[src/rtl/switcher_pkg.sv]
package switcher_pkg;

    // timebase and switching rates
    localparam int unsigned CLK_HZ = 50_000_000;
    localparam int unsigned FULL_FREQ_HI_HZ = 132_000;
    localparam int unsigned FULL_FREQ_LO_HZ = 66_000;
    localparam int unsigned MIN_FREQ_HZ = 30_000;
    localparam int unsigned JITTER_HI_HZ = 5_000;
    localparam int unsigned JITTER_LO_HZ = 2_500;
    localparam int unsigned JITTER_RATE_HZ = 250;
    localparam int unsigned SOFT_START_MS = 17;

    localparam int unsigned PERIOD_W = 11;
    localparam logic [10:0] PERIOD_HI = 11'(CLK_HZ / FULL_FREQ_HI_HZ);
    localparam logic [10:0] PERIOD_LO = 11'(CLK_HZ / FULL_FREQ_LO_HZ);
    localparam logic [10:0] PERIOD_MIN_FREQ = 11'(CLK_HZ / MIN_FREQ_HZ);
    localparam logic [10:0] JIT_DEV_HI = 11'(CLK_HZ / (FULL_FREQ_HI_HZ - JITTER_HI_HZ) - CLK_HZ / FULL_FREQ_HI_HZ);
    localparam logic [10:0] JIT_DEV_LO = 11'(CLK_HZ / (FULL_FREQ_LO_HZ - JITTER_LO_HZ) - CLK_HZ / FULL_FREQ_LO_HZ);
    localparam int unsigned JITTER_CYCLES = CLK_HZ / JITTER_RATE_HZ;
    localparam int unsigned SOFT_START_CYCLES = (CLK_HZ / 1000) * SOFT_START_MS;

    // fractions of the set limit and of the period, in 1/256 units
    localparam int unsigned DUTY_CEILING_PCT = 78;
    localparam logic [7:0] DUTY_FRAC = 8'(DUTY_CEILING_PCT * 256 / 100);
    localparam int unsigned UPPER_PEAK_PCT = 55;
    localparam int unsigned LOWER_PEAK_PCT = 25;
    localparam logic [7:0] UPPER_PEAK_CODE = 8'(UPPER_PEAK_PCT * 256 / 100);
    localparam logic [7:0] LOWER_PEAK_CODE = 8'(LOWER_PEAK_PCT * 256 / 100);
    localparam logic [7:0] FULL_PEAK_CODE = 8'h00_FF;

    // mode boundaries on the excess control current code
    localparam logic [7:0] VAR_EXIT_EXCESS = 8'h00_60;
    localparam logic [7:0] LOW_EXIT_EXCESS = 8'h00_A0;
    localparam logic [7:0] MCM_EXIT_EXCESS = 8'h00_D0;
    localparam logic [12:0] VAR_SLOPE = 13'h0_010;

    localparam logic [2:0] BURST_PULSES = 3'h4;
    localparam logic [3:0] RESTART_FINAL_COUNT = 4'hF;
    localparam logic [3:0] JITTER_SCALE_MAX = 4'hF;
    localparam logic [7:0] SS_LEVEL_MAX = 8'h00_FF;

    typedef enum logic [1:0] {
        MODE_FULL = 2'b00,
        MODE_VAR  = 2'b01,
        MODE_LOW  = 2'b10,
        MODE_MCM  = 2'b11
    } mode_type;

    typedef enum logic [1:0] {
        SEQ_OFF     = 2'b00,
        SEQ_SOFT    = 2'b01,
        SEQ_RUN     = 2'b10,
        SEQ_RESTART = 2'b11
    } seq_type;

    // value times a fraction in 1/256 units
    function automatic logic [10:0] scale8(input logic [10:0] v, input logic [7:0] f);
        logic [18:0] p;
        p = v * f;
        return p[18:8];
    endfunction : scale8

endpackage : switcher_pkg

[src/rtl/osc_link_if.sv]
`timescale 1ns/100ps
interface osc_link_if;
    logic [10:0] base_period;
    logic [10:0] jitter_dev;
    logic [3:0] jitter_scale;
    logic cycle_start;
    logic [10:0] ramp_pos;
    logic [10:0] cur_period;

    modport timer (input base_period, input jitter_dev, input jitter_scale,
                   output cycle_start, output ramp_pos, output cur_period);
    modport control (output base_period, output jitter_dev, output jitter_scale,
                     input cycle_start, input ramp_pos, input cur_period);
endinterface : osc_link_if

[src/rtl/switch_oscillator.sv]
`timescale 1ns/100ps
module switch_oscillator #(
    parameter int unsigned JITTER_CYCLES = switcher_pkg::JITTER_CYCLES
) (
    input wire logic clk,
    input wire logic srst,
    osc_link_if.timer link
);
    import switcher_pkg::*;

    localparam int unsigned STEP_RAW = JITTER_CYCLES / 512;
    localparam logic [19:0] JIT_STEP = 20'((STEP_RAW > 0) ? STEP_RAW - 1 : 0);

    logic [10:0] pos_q;
    logic [10:0] period_q;
    logic cycle_q;
    logic [19:0] jstep_q;
    logic [7:0] tri_q;
    logic tri_up_q;

    // jitter offset swings from -amp to +amp following the 250 Hz triangle
    wire [10:0] amp_w = scale8(link.jitter_dev, {link.jitter_scale, 4'h0});
    wire [10:0] offset_w = scale8({amp_w[9:0], 1'b0}, tri_q);
    wire [10:0] next_period_w = 11'(link.base_period + offset_w - amp_w);
    wire last_w = (pos_q >= 11'(period_q - 11'h001));
    wire jtick_w = (jstep_q == JIT_STEP);

    assign link.cycle_start = cycle_q;
    assign link.ramp_pos = pos_q;
    assign link.cur_period = period_q;

    // timing ramp; the period is latched at the wrap so a cycle never changes length midway
    always_ff @(posedge clk) begin
        if (srst) begin
            pos_q <= 11'h000;
            period_q <= PERIOD_LO;
            cycle_q <= 1'b0;
        end else if (last_w) begin
            pos_q <= 11'h000;
            period_q <= next_period_w;
            cycle_q <= 1'b1;
        end else begin
            pos_q <= 11'(pos_q + 11'h001);
            cycle_q <= 1'b0;
        end
    end

    // triangle for the frequency jitter
    always_ff @(posedge clk) begin
        if (srst) begin
            jstep_q <= 20'h0_0000;
            tri_q <= 8'h00_80;
            tri_up_q <= 1'b1;
        end else if (jtick_w) begin
            jstep_q <= 20'h0_0000;
            tri_q <= tri_up_q ? 8'(tri_q + 8'h01) : 8'(tri_q - 8'h01);
            if (tri_up_q && tri_q == 8'h00_FE) begin
                tri_up_q <= 1'b0;
            end else if (!tri_up_q && tri_q == 8'h00_01) begin
                tri_up_q <= 1'b1;
            end
        end else begin
            jstep_q <= 20'(jstep_q + 20'h0_0001);
        end
    end

endmodule : switch_oscillator

[src/rtl/multimode_switcher_controller.sv]
`timescale 1ns/100ps
// Function
// - switch stays off after power-up; control starts at upper supply threshold with soft-start.
// - soft-start ramps peak limit and frequency from low to full over 17 ms.
// - no feedback at soft-start end turns the charger off, supply discharges.
// - supply at lower threshold enters auto-restart: switch off, standby, charging restarts.
// - in auto-restart the charger toggles on at lower, off at upper threshold.
// - sixteen-state cycle counter; switching allowed only at final count fifteen.
// - one attempt per fifteen cycles limits fault on-fraction to about two percent.
// - auto-restart repeats until feedback current returns, then normal modulation resumes.
// - oscillator ramp starts each switching cycle and sets the gate latch.
// - frequency select high gives 66 kHz, low gives default 132 kHz.
// - variant without frequency select is fixed at 66 kHz.
// - full-frequency mode jitters frequency by 2.5 or 5 kHz at 250 Hz.
// - jitter amplitude fades gradually to zero leaving full-frequency mode.
// - duty falls monotonically as excess control current rises in full and low modes; variable mode stays at the ceiling.
// - four load-selected modes: full, variable, low frequency, multi-cycle.
// - full mode shortens on-time, stays only while peak exceeds 55 percent.
// - variable mode holds peak at 55 percent, lengthens off-time toward 30 kHz.
// - at 30 kHz low mode holds frequency, shortens on-time, peak toward 25 percent.
// - multi-cycle mode bursts pulses at 30 kHz, then waits for control current to drop.
// - duty capped at 78 percent of the period in every PWM mode.
// - at final restart count, line low detect blocks switching for that cycle.
module multimode_switcher_controller #(
    parameter int unsigned SOFT_START_CYCLES = switcher_pkg::SOFT_START_CYCLES,
    parameter int unsigned JITTER_CYCLES = switcher_pkg::JITTER_CYCLES
) (
    input wire logic clk,
    input wire logic srst,
    input wire logic supply_at_upper,
    input wire logic supply_at_lower,
    input wire logic feedback_present,
    input wire logic peak_above_upper,
    input wire logic peak_above_lower,
    input wire logic current_limit_trip,
    input wire logic control_below_off,
    input wire logic line_low_detect,
    input wire logic freq_select_high,
    input wire logic freq_pin_fitted,
    input wire logic [7:0] excess_current,
    output logic gate_enable,
    output logic charger_on,
    output logic standby,
    output logic [7:0] peak_limit,
    output switcher_pkg::mode_type active_mode,
    output logic [3:0] restart_count
);
    import switcher_pkg::*;

    localparam int unsigned SS_RAW = SOFT_START_CYCLES / 256;
    localparam logic [19:0] SS_TICK = 20'((SS_RAW > 0) ? SS_RAW - 1 : 0);

    osc_link_if link ();

    switch_oscillator #(
        .JITTER_CYCLES(JITTER_CYCLES)
    ) u_osc (
        .clk(clk),
        .srst(srst),
        .link(link)
    );

    logic [8:0] sync1_q;
    logic [8:0] sync2_q;
    logic [7:0] excess_q;
    seq_type seq_q;
    mode_type mode_q;
    logic [3:0] cnt_q;
    logic attempt_q;
    logic charger_q;
    logic standby_q;
    logic gate_q;
    logic [7:0] peak_q;
    logic [19:0] ss_cnt_q;
    logic [7:0] ss_level_q;
    logic [3:0] jit_scale_q;
    logic [10:0] on_len_q;
    logic [2:0] burst_q;
    logic peak_up_seen_q;
    logic peak_lo_seen_q;
    logic half_freq_q;

    // the first stage feeds only the second; nothing else looks at it
    always_ff @(posedge clk) begin
        if (srst) begin
            sync1_q <= 9'h000;
            sync2_q <= 9'h000;
        end else begin
            sync1_q <= {line_low_detect, control_below_off, current_limit_trip, peak_above_lower,
                        peak_above_upper, feedback_present, supply_at_lower, supply_at_upper, 1'b0};
            sync2_q <= sync1_q;
        end
    end

    // synchronised flags
    wire upper_s = sync2_q[1];
    wire lower_s = sync2_q[2];
    wire feedback_s = sync2_q[3];
    wire peak_up_s = sync2_q[4];
    wire peak_lo_s = sync2_q[5];
    wire limit_s = sync2_q[6];
    wire below_off_s = sync2_q[7];
    wire line_low_s = sync2_q[8];
    wire cyc_w = link.cycle_start;

    // sequencing decodes
    wire ss_run_w = (seq_q == SEQ_SOFT) || (seq_q == SEQ_RESTART && attempt_q);
    wire ss_tick_w = ss_run_w && (ss_cnt_q == SS_TICK);
    wire ss_done_w = ss_tick_w && (ss_level_q == SS_LEVEL_MAX);
    wire sw_en_w = (seq_q == SEQ_SOFT) || (seq_q == SEQ_RUN) || (seq_q == SEQ_RESTART && attempt_q);
    wire charge_done_w = (seq_q == SEQ_RESTART) && charger_q && upper_s;
    wire discharge_done_w = (seq_q == SEQ_RESTART) && !charger_q && lower_s && !upper_s;

    // full period: fixed 66 kHz without the select pin, else pin chooses
    wire [10:0] full_period_w = half_freq_q ? PERIOD_LO : PERIOD_HI;
    wire [10:0] full_dev_w = half_freq_q ? JIT_DEV_LO : JIT_DEV_HI;
    wire [10:0] ss_period_w = 11'(full_period_w + scale8(11'(PERIOD_MIN_FREQ - full_period_w), ~ss_level_q));
    wire [12:0] var_raw_w = 13'(full_period_w) + 13'(excess_q - VAR_EXIT_EXCESS) * VAR_SLOPE;
    wire var_at_min_w = (excess_q >= VAR_EXIT_EXCESS) && (var_raw_w >= 13'(PERIOD_MIN_FREQ));
    wire [10:0] var_period_w = (excess_q < VAR_EXIT_EXCESS) ? full_period_w :
                               var_at_min_w ? PERIOD_MIN_FREQ : var_raw_w[10:0];

    // base period per mode; lower modes sit at the minimum frequency
    assign link.base_period = (mode_q == MODE_FULL) ? ss_period_w :
                              (mode_q == MODE_VAR) ? var_period_w : PERIOD_MIN_FREQ;
    assign link.jitter_dev = full_dev_w;
    assign link.jitter_scale = jit_scale_q;

    // duty: 78 percent ceiling, in full and low modes times a share that falls as excess current rises
    wire [10:0] ceil_w = scale8(link.cur_period, DUTY_FRAC);
    wire [10:0] on_max_w = scale8(link.base_period, DUTY_FRAC);
    wire [10:0] on_pwm_w = scale8(on_max_w, ~excess_q);
    wire [10:0] on_next_w = (mode_q == MODE_FULL || mode_q == MODE_LOW) ? on_pwm_w : on_max_w;
    wire [7:0] low_peak_w = 8'(LOWER_PEAK_CODE + scale8(11'(UPPER_PEAK_CODE - LOWER_PEAK_CODE), ~excess_q));
    wire [7:0] peak_next_w = (mode_q == MODE_FULL) ? ss_level_q :
                             (mode_q == MODE_VAR) ? UPPER_PEAK_CODE :
                             (mode_q == MODE_LOW) ? low_peak_w : LOWER_PEAK_CODE;
    wire burst_go_w = (mode_q != MODE_MCM) || (burst_q != 3'h0) || below_off_s;
    wire pulse_end_w = limit_s || (link.ramp_pos >= on_len_q) || (link.ramp_pos >= ceil_w);

    // start-up, soft-start and auto-restart sequencer
    always_ff @(posedge clk) begin
        if (srst) begin
            seq_q <= SEQ_OFF;
            cnt_q <= 4'h0;
            attempt_q <= 1'b0;
            charger_q <= 1'b1;
            standby_q <= 1'b0;
        end else begin
            case (seq_q)
                SEQ_OFF: begin
                    charger_q <= 1'b1;
                    if (upper_s) begin
                        seq_q <= SEQ_SOFT;
                    end
                end
                SEQ_SOFT, SEQ_RUN: begin
                    if (lower_s) begin
                        seq_q <= SEQ_RESTART;
                        cnt_q <= 4'h0;
                        attempt_q <= 1'b0;
                        charger_q <= 1'b1;
                        standby_q <= 1'b1;
                    end else if (ss_done_w) begin
                        seq_q <= SEQ_RUN;
                        charger_q <= feedback_s;
                    end else if (seq_q == SEQ_RUN) begin
                        charger_q <= 1'b0;
                    end
                end
                SEQ_RESTART: begin
                    if (attempt_q && feedback_s && !lower_s) begin
                        seq_q <= SEQ_RUN;
                        cnt_q <= 4'h0;
                        attempt_q <= 1'b0;
                        charger_q <= 1'b0;
                        standby_q <= 1'b0;
                    end else if (charge_done_w) begin
                        charger_q <= 1'b0;
                        cnt_q <= 4'(cnt_q + 4'h1);
                        if (cnt_q == 4'(RESTART_FINAL_COUNT - 4'h1)) begin
                            attempt_q <= !line_low_s;
                            standby_q <= line_low_s;
                        end
                    end else if (discharge_done_w) begin
                        charger_q <= 1'b1;
                        standby_q <= 1'b1;
                        attempt_q <= 1'b0;
                        if (cnt_q == RESTART_FINAL_COUNT) begin
                            cnt_q <= 4'h0;
                        end
                    end
                end
                default: begin
                    seq_q <= SEQ_OFF;
                end
            endcase
        end
    end

    // soft-start ramp, restarted at each restart attempt
    always_ff @(posedge clk) begin
        if (srst || !ss_run_w) begin
            ss_cnt_q <= 20'h0_0000;
            ss_level_q <= (seq_q == SEQ_RUN) ? SS_LEVEL_MAX : 8'h00_00;
        end else if (ss_tick_w) begin
            ss_cnt_q <= 20'h0_0000;
            ss_level_q <= (ss_level_q == SS_LEVEL_MAX) ? ss_level_q : 8'(ss_level_q + 8'h01);
        end else begin
            ss_cnt_q <= 20'(ss_cnt_q + 20'h0_0001);
        end
    end

    // frequency strap is sampled while the switch is idle, never at reset itself
    always_ff @(posedge clk) begin
        if (srst) begin
            half_freq_q <= 1'b1;
            excess_q <= 8'h00_00;
        end else begin
            excess_q <= excess_current;
            if (seq_q == SEQ_OFF) begin
                half_freq_q <= !freq_pin_fitted || freq_select_high;
            end
        end
    end

    // peak level seen during the cycle, judged at its end
    always_ff @(posedge clk) begin
        if (srst || cyc_w) begin
            peak_up_seen_q <= 1'b0;
            peak_lo_seen_q <= 1'b0;
        end else begin
            peak_up_seen_q <= peak_up_seen_q || peak_up_s;
            peak_lo_seen_q <= peak_lo_seen_q || peak_lo_s;
        end
    end

    // load-driven mode selection, only at cycle boundaries
    always_ff @(posedge clk) begin
        if (srst || !sw_en_w) begin
            mode_q <= MODE_FULL;
        end else if (cyc_w && ss_level_q == SS_LEVEL_MAX) begin
            case (mode_q)
                MODE_FULL: mode_q <= peak_up_seen_q ? MODE_FULL : MODE_VAR;
                MODE_VAR: mode_q <= (excess_q < VAR_EXIT_EXCESS) ? MODE_FULL :
                                    var_at_min_w ? MODE_LOW : MODE_VAR;
                MODE_LOW: mode_q <= (excess_q < LOW_EXIT_EXCESS) ? MODE_VAR :
                                    peak_lo_seen_q ? MODE_LOW : MODE_MCM;
                MODE_MCM: mode_q <= (excess_q < MCM_EXIT_EXCESS) ? MODE_LOW : MODE_MCM;
                default: mode_q <= MODE_FULL;
            endcase
        end
    end

    // jitter grows back in full mode and fades one step per cycle elsewhere
    always_ff @(posedge clk) begin
        if (srst) begin
            jit_scale_q <= 4'h0;
        end else if (cyc_w) begin
            if (mode_q == MODE_FULL) begin
                jit_scale_q <= (jit_scale_q == JITTER_SCALE_MAX) ? jit_scale_q : 4'(jit_scale_q + 4'h1);
            end else if (jit_scale_q != 4'h0) begin
                jit_scale_q <= 4'(jit_scale_q - 4'h1);
            end
        end
    end

    // gate latch: set at cycle start, cleared by on-time, ceiling or current limit
    always_ff @(posedge clk) begin
        if (srst || !sw_en_w) begin
            gate_q <= 1'b0;
            on_len_q <= 11'h000;
            burst_q <= 3'h0;
            peak_q <= 8'h00_00;
        end else if (cyc_w) begin
            on_len_q <= on_next_w;
            peak_q <= peak_next_w;
            gate_q <= burst_go_w && (on_next_w != 11'h000);
            if (mode_q != MODE_MCM) begin
                burst_q <= 3'h0;
            end else if (burst_q != 3'h0) begin
                burst_q <= 3'(burst_q - 3'h1);
            end else if (below_off_s) begin
                burst_q <= 3'(BURST_PULSES - 3'h1);
            end
        end else if (pulse_end_w) begin
            gate_q <= 1'b0;
        end
    end

    assign gate_enable = gate_q;
    assign charger_on = charger_q;
    assign standby = standby_q;
    assign peak_limit = peak_q;
    assign active_mode = mode_q;
    assign restart_count = cnt_q;

    power_up_off_a: assert property (@(posedge clk) disable iff (srst) seq_q == SEQ_OFF |-> !gate_q)
        else $error("gate on before supply reached upper threshold");
    soft_start_entry_a: assert property (@(posedge clk) disable iff (srst)
        seq_q == SEQ_OFF && upper_s |=> seq_q == SEQ_SOFT ##1 ss_level_q == 8'h00_00)
        else $error("soft-start did not begin at upper threshold");
    charger_cutoff_a: assert property (@(posedge clk) disable iff (srst)
        seq_q == SEQ_SOFT && ss_done_w && !feedback_s && !lower_s |=> seq_q == SEQ_RUN && !charger_q)
        else $error("charger still on after soft-start without feedback");
    restart_entry_a: assert property (@(posedge clk) disable iff (srst)
        (seq_q == SEQ_SOFT || seq_q == SEQ_RUN) && lower_s |=> (seq_q == SEQ_RESTART && standby_q) ##1 !gate_q)
        else $error("auto-restart not entered at lower threshold");
    charger_hyst_a: assert property (@(posedge clk) disable iff (srst)
        discharge_done_w && !(attempt_q && feedback_s) |=> charger_q)
        else $error("charger not restarted at lower threshold");
    final_count_gate_a: assert property (@(posedge clk) disable iff (srst)
        $rose(gate_q) && seq_q == SEQ_RESTART |-> cnt_q == RESTART_FINAL_COUNT)
        else $error("switching before final restart count");
    line_low_block_a: assert property (@(posedge clk) disable iff (srst)
        charge_done_w && cnt_q == 4'hE && line_low_s && !(attempt_q && feedback_s) |=> !attempt_q [*2])
        else $error("restart attempt despite line low");
    duty_ceiling_a: assert property (@(posedge clk) disable iff (srst) gate_q |-> link.ramp_pos <= ceil_w)
        else $error("on-time exceeds duty ceiling");
    mcm_idle_a: assert property (@(posedge clk) disable iff (srst)
        sw_en_w && cyc_w && mode_q == MODE_MCM && burst_q == 3'h0 && !below_off_s |=> !gate_q)
        else $error("burst started while control current high");
    jitter_fade_a: assert property (@(posedge clk) disable iff (srst)
        cyc_w && mode_q != MODE_FULL && jit_scale_q != 4'h0 |=> jit_scale_q == 4'($past(jit_scale_q) - 4'h1))
        else $error("jitter not fading one step per cycle");

endmodule : multimode_switcher_controller

[config.mk]
export PLATFORM = sky130hd
export DESIGN_NAME = multimode_switcher_controller
export DESIGN_NICKNAME = d
export VERILOG_FILES = /design/src/rtl/switcher_pkg.sv /design/src/rtl/osc_link_if.sv /design/src/rtl/switch_oscillator.sv /design/src/rtl/multimode_switcher_controller.sv
export SDC_FILE = /design/constraint.sdc
export NUM_CORES = 1
export LEC_CHECK = 0
export BUFFER_PORTS_ARGS = -buffer_cell sky130_fd_sc_hd__buf_2
export CAP_MARGIN = 20
export CORE_UTILIZATION = 45
export DETAILED_ROUTE_END_ITERATION = 7
export PLACE_DENSITY = 0.66
export REMOVE_ABC_BUFFERS = 1
export SYNTH_ARGS = -nofsm -noshare
export SYNTH_HDL_FRONTEND = slang
export SYNTH_SLANG_ARGS = --single-unit
[constraint.sdc]
create_clock -name clk -period 17.1 [get_ports clk]
set_input_delay 1.71 -clock clk [delete_from_list [all_inputs] [get_ports clk]]
set_output_delay 1.71 -clock clk [all_outputs]
set_load 0.01 [all_outputs]
# [Word level (Yosys, flattened, before mapping)]
# Cells that the tools add are included.
[op_classes] addsub=18 mul=7 n_lt_le_gt_ge=8 n_eq_ne=25 mux=62 n_bitwise=2 reduce_logical=60
[ops] op="2-to-1 mux 8 bit" n=8
[ops] op="2-to-1 mux 11 bit" n=5
[ops] op="adder 20 x 1 -> 20 bit, second input constant" n=2
[ops] op="multiplier 11 x 8 -> 19 bit" n=2
[ops] op="multiplier 11 x 8 -> 19 bit, second input constant" n=2
[ops] op="greater-or-equal comparator 11 bit" n=3
[ops] op="2-to-1 mux 4 bit" n=8
[ops] op="2-to-1 mux 1 bit" n=23
[ops] op="equality test 20 x 12 -> 1 bit, second input constant" n=1
[ops] op="equality test 20 x 9 -> 1 bit, second input constant" n=1
[ops] op="multiplier 10 x 8 -> 18 bit" n=1
[ops] op="adder 8 x 1 -> 8 bit, second input constant" n=2
[ops] op="equality test 8 bit, second input constant" n=2
[ops] op="less-than comparator 8 bit, second input constant" n=2
[ops] op="inverter 8 bit" n=2
[ops] op="logical AND 1 bit" n=15
[ops] op="logical OR 1 bit" n=14
[ops] op="2-to-1 mux 2 bit" n=7
[ops] op="adder 10 x 13 -> 13 bit" n=1
[ops] op="greater-or-equal comparator 13 x 11 -> 1 bit, second input constant" n=1
[ops] op="multiplier 5 x 8 -> 13 bit, first input constant" n=1
[ops] op="equality test 4 bit, second input constant" n=3
[ops] op="adder 10 x 11 -> 11 bit" n=1
[ops] op="adder 11 x 1 -> 11 bit, second input constant" n=1
[ops] op="40 further kinds" n=74
[totals] reg_bits=147 input_bits=20 word_cells=208

# [Depth between registers and ports, before layout]
[depth] word_depth=14 mapped_depth=60 depth_no_buf=59

# [Cells and area by module]
# From an unflattened synthesis, not the netlist that was laid out.
[unflattened] cells_unflattened=2356 area_unflattened_um2=19914.1
[modules_own_cells] mod="multimode_switcher_controller" n_inst=1 cells_each=1529 area_per_inst_um2=13075.0 seq_area_each_um2=1941.9
[modules_own_cells] mod="switch_oscillator" n_inst=1 cells_each=827 area_per_inst_um2=6839.1 seq_area_each_um2=1041.0

# [Worst setup path before layout]
# Ideal clock, no wire load.
[synth_timing] path_type="flip-flop to flip-flop" from="reg half_freq_q" to="reg gate_q (netlist: gate_enable)" arrival_time_ns=12.897 path_slack_ns=4.074 path_stages_with_launch=56 synth_period_minus_slack_ns=13.026 cell_sequence="dfxtp_1 -> buf_4 -> inv_1 -> clkbuf_1 -> nor2_1 -> ha_1 -> xor2_1 -> ha_1 -> fa_1 -> inv_1 -> fa_1 -> inv_1 -> ha_1 -> o21a_1 -> nor2_1 -> a21oi_4 -> a21oi_1 -> xnor2_1 -> [20 not listed] -> nor2_1 -> fa_1 -> inv_1 -> fa_1 -> inv_1 -> fa_1 -> inv_1 -> fa_1 -> inv_1 -> ha_1 -> a2111oi_0 -> o211ai_1 -> a31oi_1 -> o21ai_0 -> a31oi_1 -> nand2_1 -> nor4_2 -> a31oi_1"
[synth_via] elab_chain_len=14 word_cells_on_any_way=17 classes_between="add/sub (3); mul (3); order compare (1); mux (7); reduce/logical (3)"
[synth_rtl] item="from (decl)" line="multimode_switcher_controller.sv:81" rtl="logic half_freq_q;"
[synth_rtl] item="from (signal assigned)" line="multimode_switcher_controller.sv:222" rtl="half_freq_q <= !freq_pin_fitted || freq_select_high;"
[synth_rtl] item="2-to-1 mux 10 bit *" line="multimode_switcher_controller.sv:115" rtl="wire [10:0] full_period_w = half_freq_q ? PERIOD_LO : PERIOD_HI;"
[synth_rtl] item="parallel branches: the longest is 6 deep, another holds multiplier 11 x 8 -> 19 bit"
[synth_rtl] item="2-to-1 mux 11 bit *" line="multimode_switcher_controller.sv:124" rtl="assign link.base_period = (mode_q == MODE_FULL) ? ss_period_w :"
[synth_rtl] item="multiplier 11 x 8 -> 19 bit *" line="switcher_pkg.sv:59" rtl="p = v * f;"
[synth_rtl] item="multiplier 11 x 8 -> 19 bit" line="switcher_pkg.sv:59"
[synth_rtl] item="2-to-1 mux 11 bit *" line="multimode_switcher_controller.sv:133" rtl="wire [10:0] on_next_w = (mode_q == MODE_FULL || mode_q == MODE_LOW) ? on_pwm_w : on_max_w;"
[synth_rtl] item="nonzero test 11 bit *" line="multimode_switcher_controller.sv:278" rtl="gate_q <= burst_go_w && (on_next_w != 11'h000);"
[synth_rtl] item="logical AND 1 bit *" line="multimode_switcher_controller.sv:278"
[synth_rtl] item="2-to-1 mux 1 bit *" line="multimode_switcher_controller.sv:275" rtl="end else if (cyc_w) begin"
[synth_rtl] item="to (signal assigned)" line="multimode_switcher_controller.sv:278"
[synth_rtl] item="to (decl)" line="multimode_switcher_controller.sv:72" rtl="logic gate_q;"
# Mark *: on every way between the ends.
# A chain may end at the register's enable or synchronous reset.

# [Final worst setup path]
# Same ends and word-level chain as after synthesis.

==> impl_metrics.py <==
metrics = {
    "cts": {
        "clkSlewWorstSetupHoldPaths_ns": 0.06,
        "clock_tree.buffer_depth": 2,
        "worstSkewPairLatency_ns": 0.45,
        "cts_num_sinks": 145,
        "post_cts_setup_buffers": 0,
        "cts-hold-fix-buffers": 0,
        "numCtsBuffers": 17,
        "cell_at_the_root_of_the_clock_tree": "sky130_fd_sc_hd__clkbuf_16",
        "cts-resized-gates": 0,
        "htreeDepth": 4,
        "cts_tree": "built",
    },
    "detailed_routing": {
        "drc": 0,
        "detail_route.iter0.violations": 701,
        "final_antenna_net_count": 0,
        "post_drt_via_cell_ratio": 5.27,
        "wire_per_inst_um": 14.9,
        "num_vias": 13767,
        "drt_first_pass_iters": 7,
        "finalWirelength_um": 39000,
    },
    "final_layout": {
        "fin_nets": 2572,
        "drive_gt1_share_pct": 5.58,
        "number_of_diodes_added_for_antenna_fixing": 0,
        "areaGrowthSynthToFinish_pct": 7.20,
    },
    "grt": {
        "maximum_number_of_pins_on_one_net_before_global_route_repair": 56,
        "grt_overflow": 0,
        "grt.total_usage_pct": 20.2,
        "grt.met3_usage_pct": 3.49,
        "gr-max-usage-layer": "met2",
        "grt_util_met1_pct": 24.9,
        "wire_length_of_the_first_global_routing_pass_um": 66600,
        "initial_antenna_violation_count": 1,
        "met2_usage_pct": 35.5,
        "grt_pass1_vias": 14094,
    },
    "synthesis": {
        "syn_area_um2": 17700,
        "synth_flop_cell": "sky130_fd_sc_hd__dfxtp_1",
        "synth_area_leaders": "sky130_fd_sc_hd__ha_1, sky130_fd_sc_hd__fa_1, sky130_fd_sc_hd__dfxtp_1",
        "syn-instance-count": 2067,
        "synth_sequential_area_ratio_pct": 16.8,
        "yosysUniqueCellTypes": 86,
        "postSynth.asyncResetShare_pct": 0,
        "netlist_top_cells_count": "sky130_fd_sc_hd__ha_1, sky130_fd_sc_hd__inv_1, sky130_fd_sc_hd__nor2_1, sky130_fd_sc_hd__fa_1, sky130_fd_sc_hd__dfxtp_1",
        "synth-edff-count": 8,
        "yosys.area.top_type": "sky130_fd_sc_hd__ha_1",
        "synthesis.yosys.warnings": 0,
        "synthDominantCellAreaShare_pct": 23.2,
        "synth.most_common_cell": "sky130_fd_sc_hd__ha_1",
        "postSynthAreaPerCell_um2": 8.59,
        "yosys_register_bits": 145,
    },
    "worst_hold_path": {
        "worst_hold_path_type": "flop to flop",
        "min_from": "sync1_q[8]",
    },
    "timing": {
        "hold_viol_final": 0,
        "maxSlewViolCount": 0,
        "setup_ws_ns": 2.74,
        "timing.clock.skew_ns": 0.0134,
        "timing.final.crit_share_pct": 84.0,
        "rsz_0062_raised_after_global_routing": "false",
        "maximum_clock_rate_mhz": 69.6,
        "max-slew-margin-rel_pct": 31.7,
        "finalCriticalPeriod_ns": 14.36,
        "fin_setup_tns_ns": 0,
        "hold-worst-slack_ns": 0.436,
        "setup_viol": 0,
        "actual_transition_at_the_worst_max_transition_pin_ns": 1.02,
    },
    "setup_path": {
        "slowest_stage_cell_on_the_critical_path": "sky130_fd_sc_hd__a2111oi_0",
        "worstSetupPathType": "flop to flop",
        "critical_path_data_required_time_ns": 17.42,
        "setup.worst_path.start_class": "flop",
        "cp_common_cell": "sky130_fd_sc_hd__inv_1",
        "worstReg2RegStart": "half_freq_q",
        "timing.reg2reg.setup_slack_ns": 2.74,
        "cp_data_arrival_time_ns": 14.68,
        "timing.critical_path.fanout_max": 25,
        "timing.critical_path.from": "half_freq_q",
        "max_stage_delay_ns": 0.76,
        "worstSetupEndpointType": "flop",
    },
    "floorplan": {
        "core-area_um2": 38700,
        "starting_density_of_the_core_pct": 45.8,
        "die_height_um": 201,
        "die_width_um": 201,
        "core.rowCount": 72,
        "num_io_pins": 37,
        "die_area_um2": 40200,
    },
    "flow_run": {
        "drv_cap": 0,
    },
    "placement": {
        "dpl.hpwl_um": 31400,
        "dp_slack_ns": 2.87,
        "gp_routability_congestion": 0.894,
        "port_buffers": 36,
    },
    "status": {
        "run_status": "completed",
    },
}
[registers in the layout, summed over array words and instances, names as in the netlist, 2 cells and up]
| register | cells |
|---|---|
| sync1_q | 8 |
| on_len_q | 11 |
| ss_level_q | 8 |
| peak_limit | 8 |
| ss_cnt_q | 20 |
| seq_q | 2 |
| u_osc.link.ramp_pos | 11 |
| sync2_q | 8 |
| u_osc.link.cur_period | 11 |
| excess_q | 8 |
| jit_scale_q | 4 |
| burst_q | 3 |
| u_osc.tri_q | 8 |
| u_osc.jstep_q | 20 |
| restart_count | 4 |
| active_mode | 2 |
[per-layer routing]
layer / up-vias / routed length [um]
met3: 57 / 1720
met2: 275 / 18700
met1: 6579 / 17700
met4: 0 / 857
met5: - / 0
li1: 6856 / -
[layout by cell type, fill, tap and decap left out, types with 36 or more instances in the layout]
master,Yosys,layout
sky130_fd_sc_hd__ha_1,329,329
sky130_fd_sc_hd__nand3_1,51,51
sky130_fd_sc_hd__nand2_1,95,95
sky130_fd_sc_hd__dfxtp_1,137,137
sky130_fd_sc_hd__nor2b_1,47,47
sky130_fd_sc_hd__buf_2,4,36
sky130_fd_sc_hd__xnor2_1,83,83
sky130_fd_sc_hd__xor2_1,54,54
sky130_fd_sc_hd__o21ai_0,54,54
sky130_fd_sc_hd__nor2_1,244,244
sky130_fd_sc_hd__fa_1,140,140
sky130_fd_sc_hd__a21oi_1,95,95
sky130_fd_sc_hd__inv_1,327,327
[path summary, 6_finish.rpt]
path,endpoint,cells after the start
worst min-delay path,sync2_q[8],1
worst max register to register,gate_enable,54
worst max-delay path,gate_enable,54
worst min register to register,sync2_q[8],1
[cells by family after synthesis]
| group | after synthesis | synth area share, % |
|---|---|---|
| buf+inv | 376 | 8.00 |
| mux | 18 | 1.14 |
| compound gates | 311 | 11.5 |
| fa+ha+maj | 469 | 39.0 |
| flops | 145 | 16.8 |
| simple gates | 606 | 16.5 |
| xor+xnor | 140 | 7.04 |
| other cells | 2 | 0.0423 |
[area by class of cell]
type                    instances  area (um^2)
well taps                     518          648
clock inverters                13          114
multi-input cells            1546        13400
inverters                     329         1230
fillers                      3737        19700
repair buffers                 44          240
clock buffers                  19          454
flip-flops and latches        145         2980
[metrics by stage]
step	cell area [um^2]	util, %	instances
finish	19000	49.1	2614
global placement	18500	47.6	2581
detailed placement	18500	47.6	2581
global route	19000	49.1	2614
CTS	19000	49.1	2613
floorplan	17600	-	2020
[worst max-delay path, delay by kind of cell, from the launching register on]
kind | cells | cell delay [ns]
AND/OR/NAND/NOR | 10 | 1.80
XOR/XNOR | 4 | 1.15
buffers and inverters | 11 | 1.13
flip-flops | 1 | 0.31
adder cells (fa/ha/maj) | 15 | 6.48
AO/OA/AOI/OAI | 14 | 3.32
Power is not shown: default switching activity piles up to over one toggle a cycle in this logic, so the estimate is an artifact.
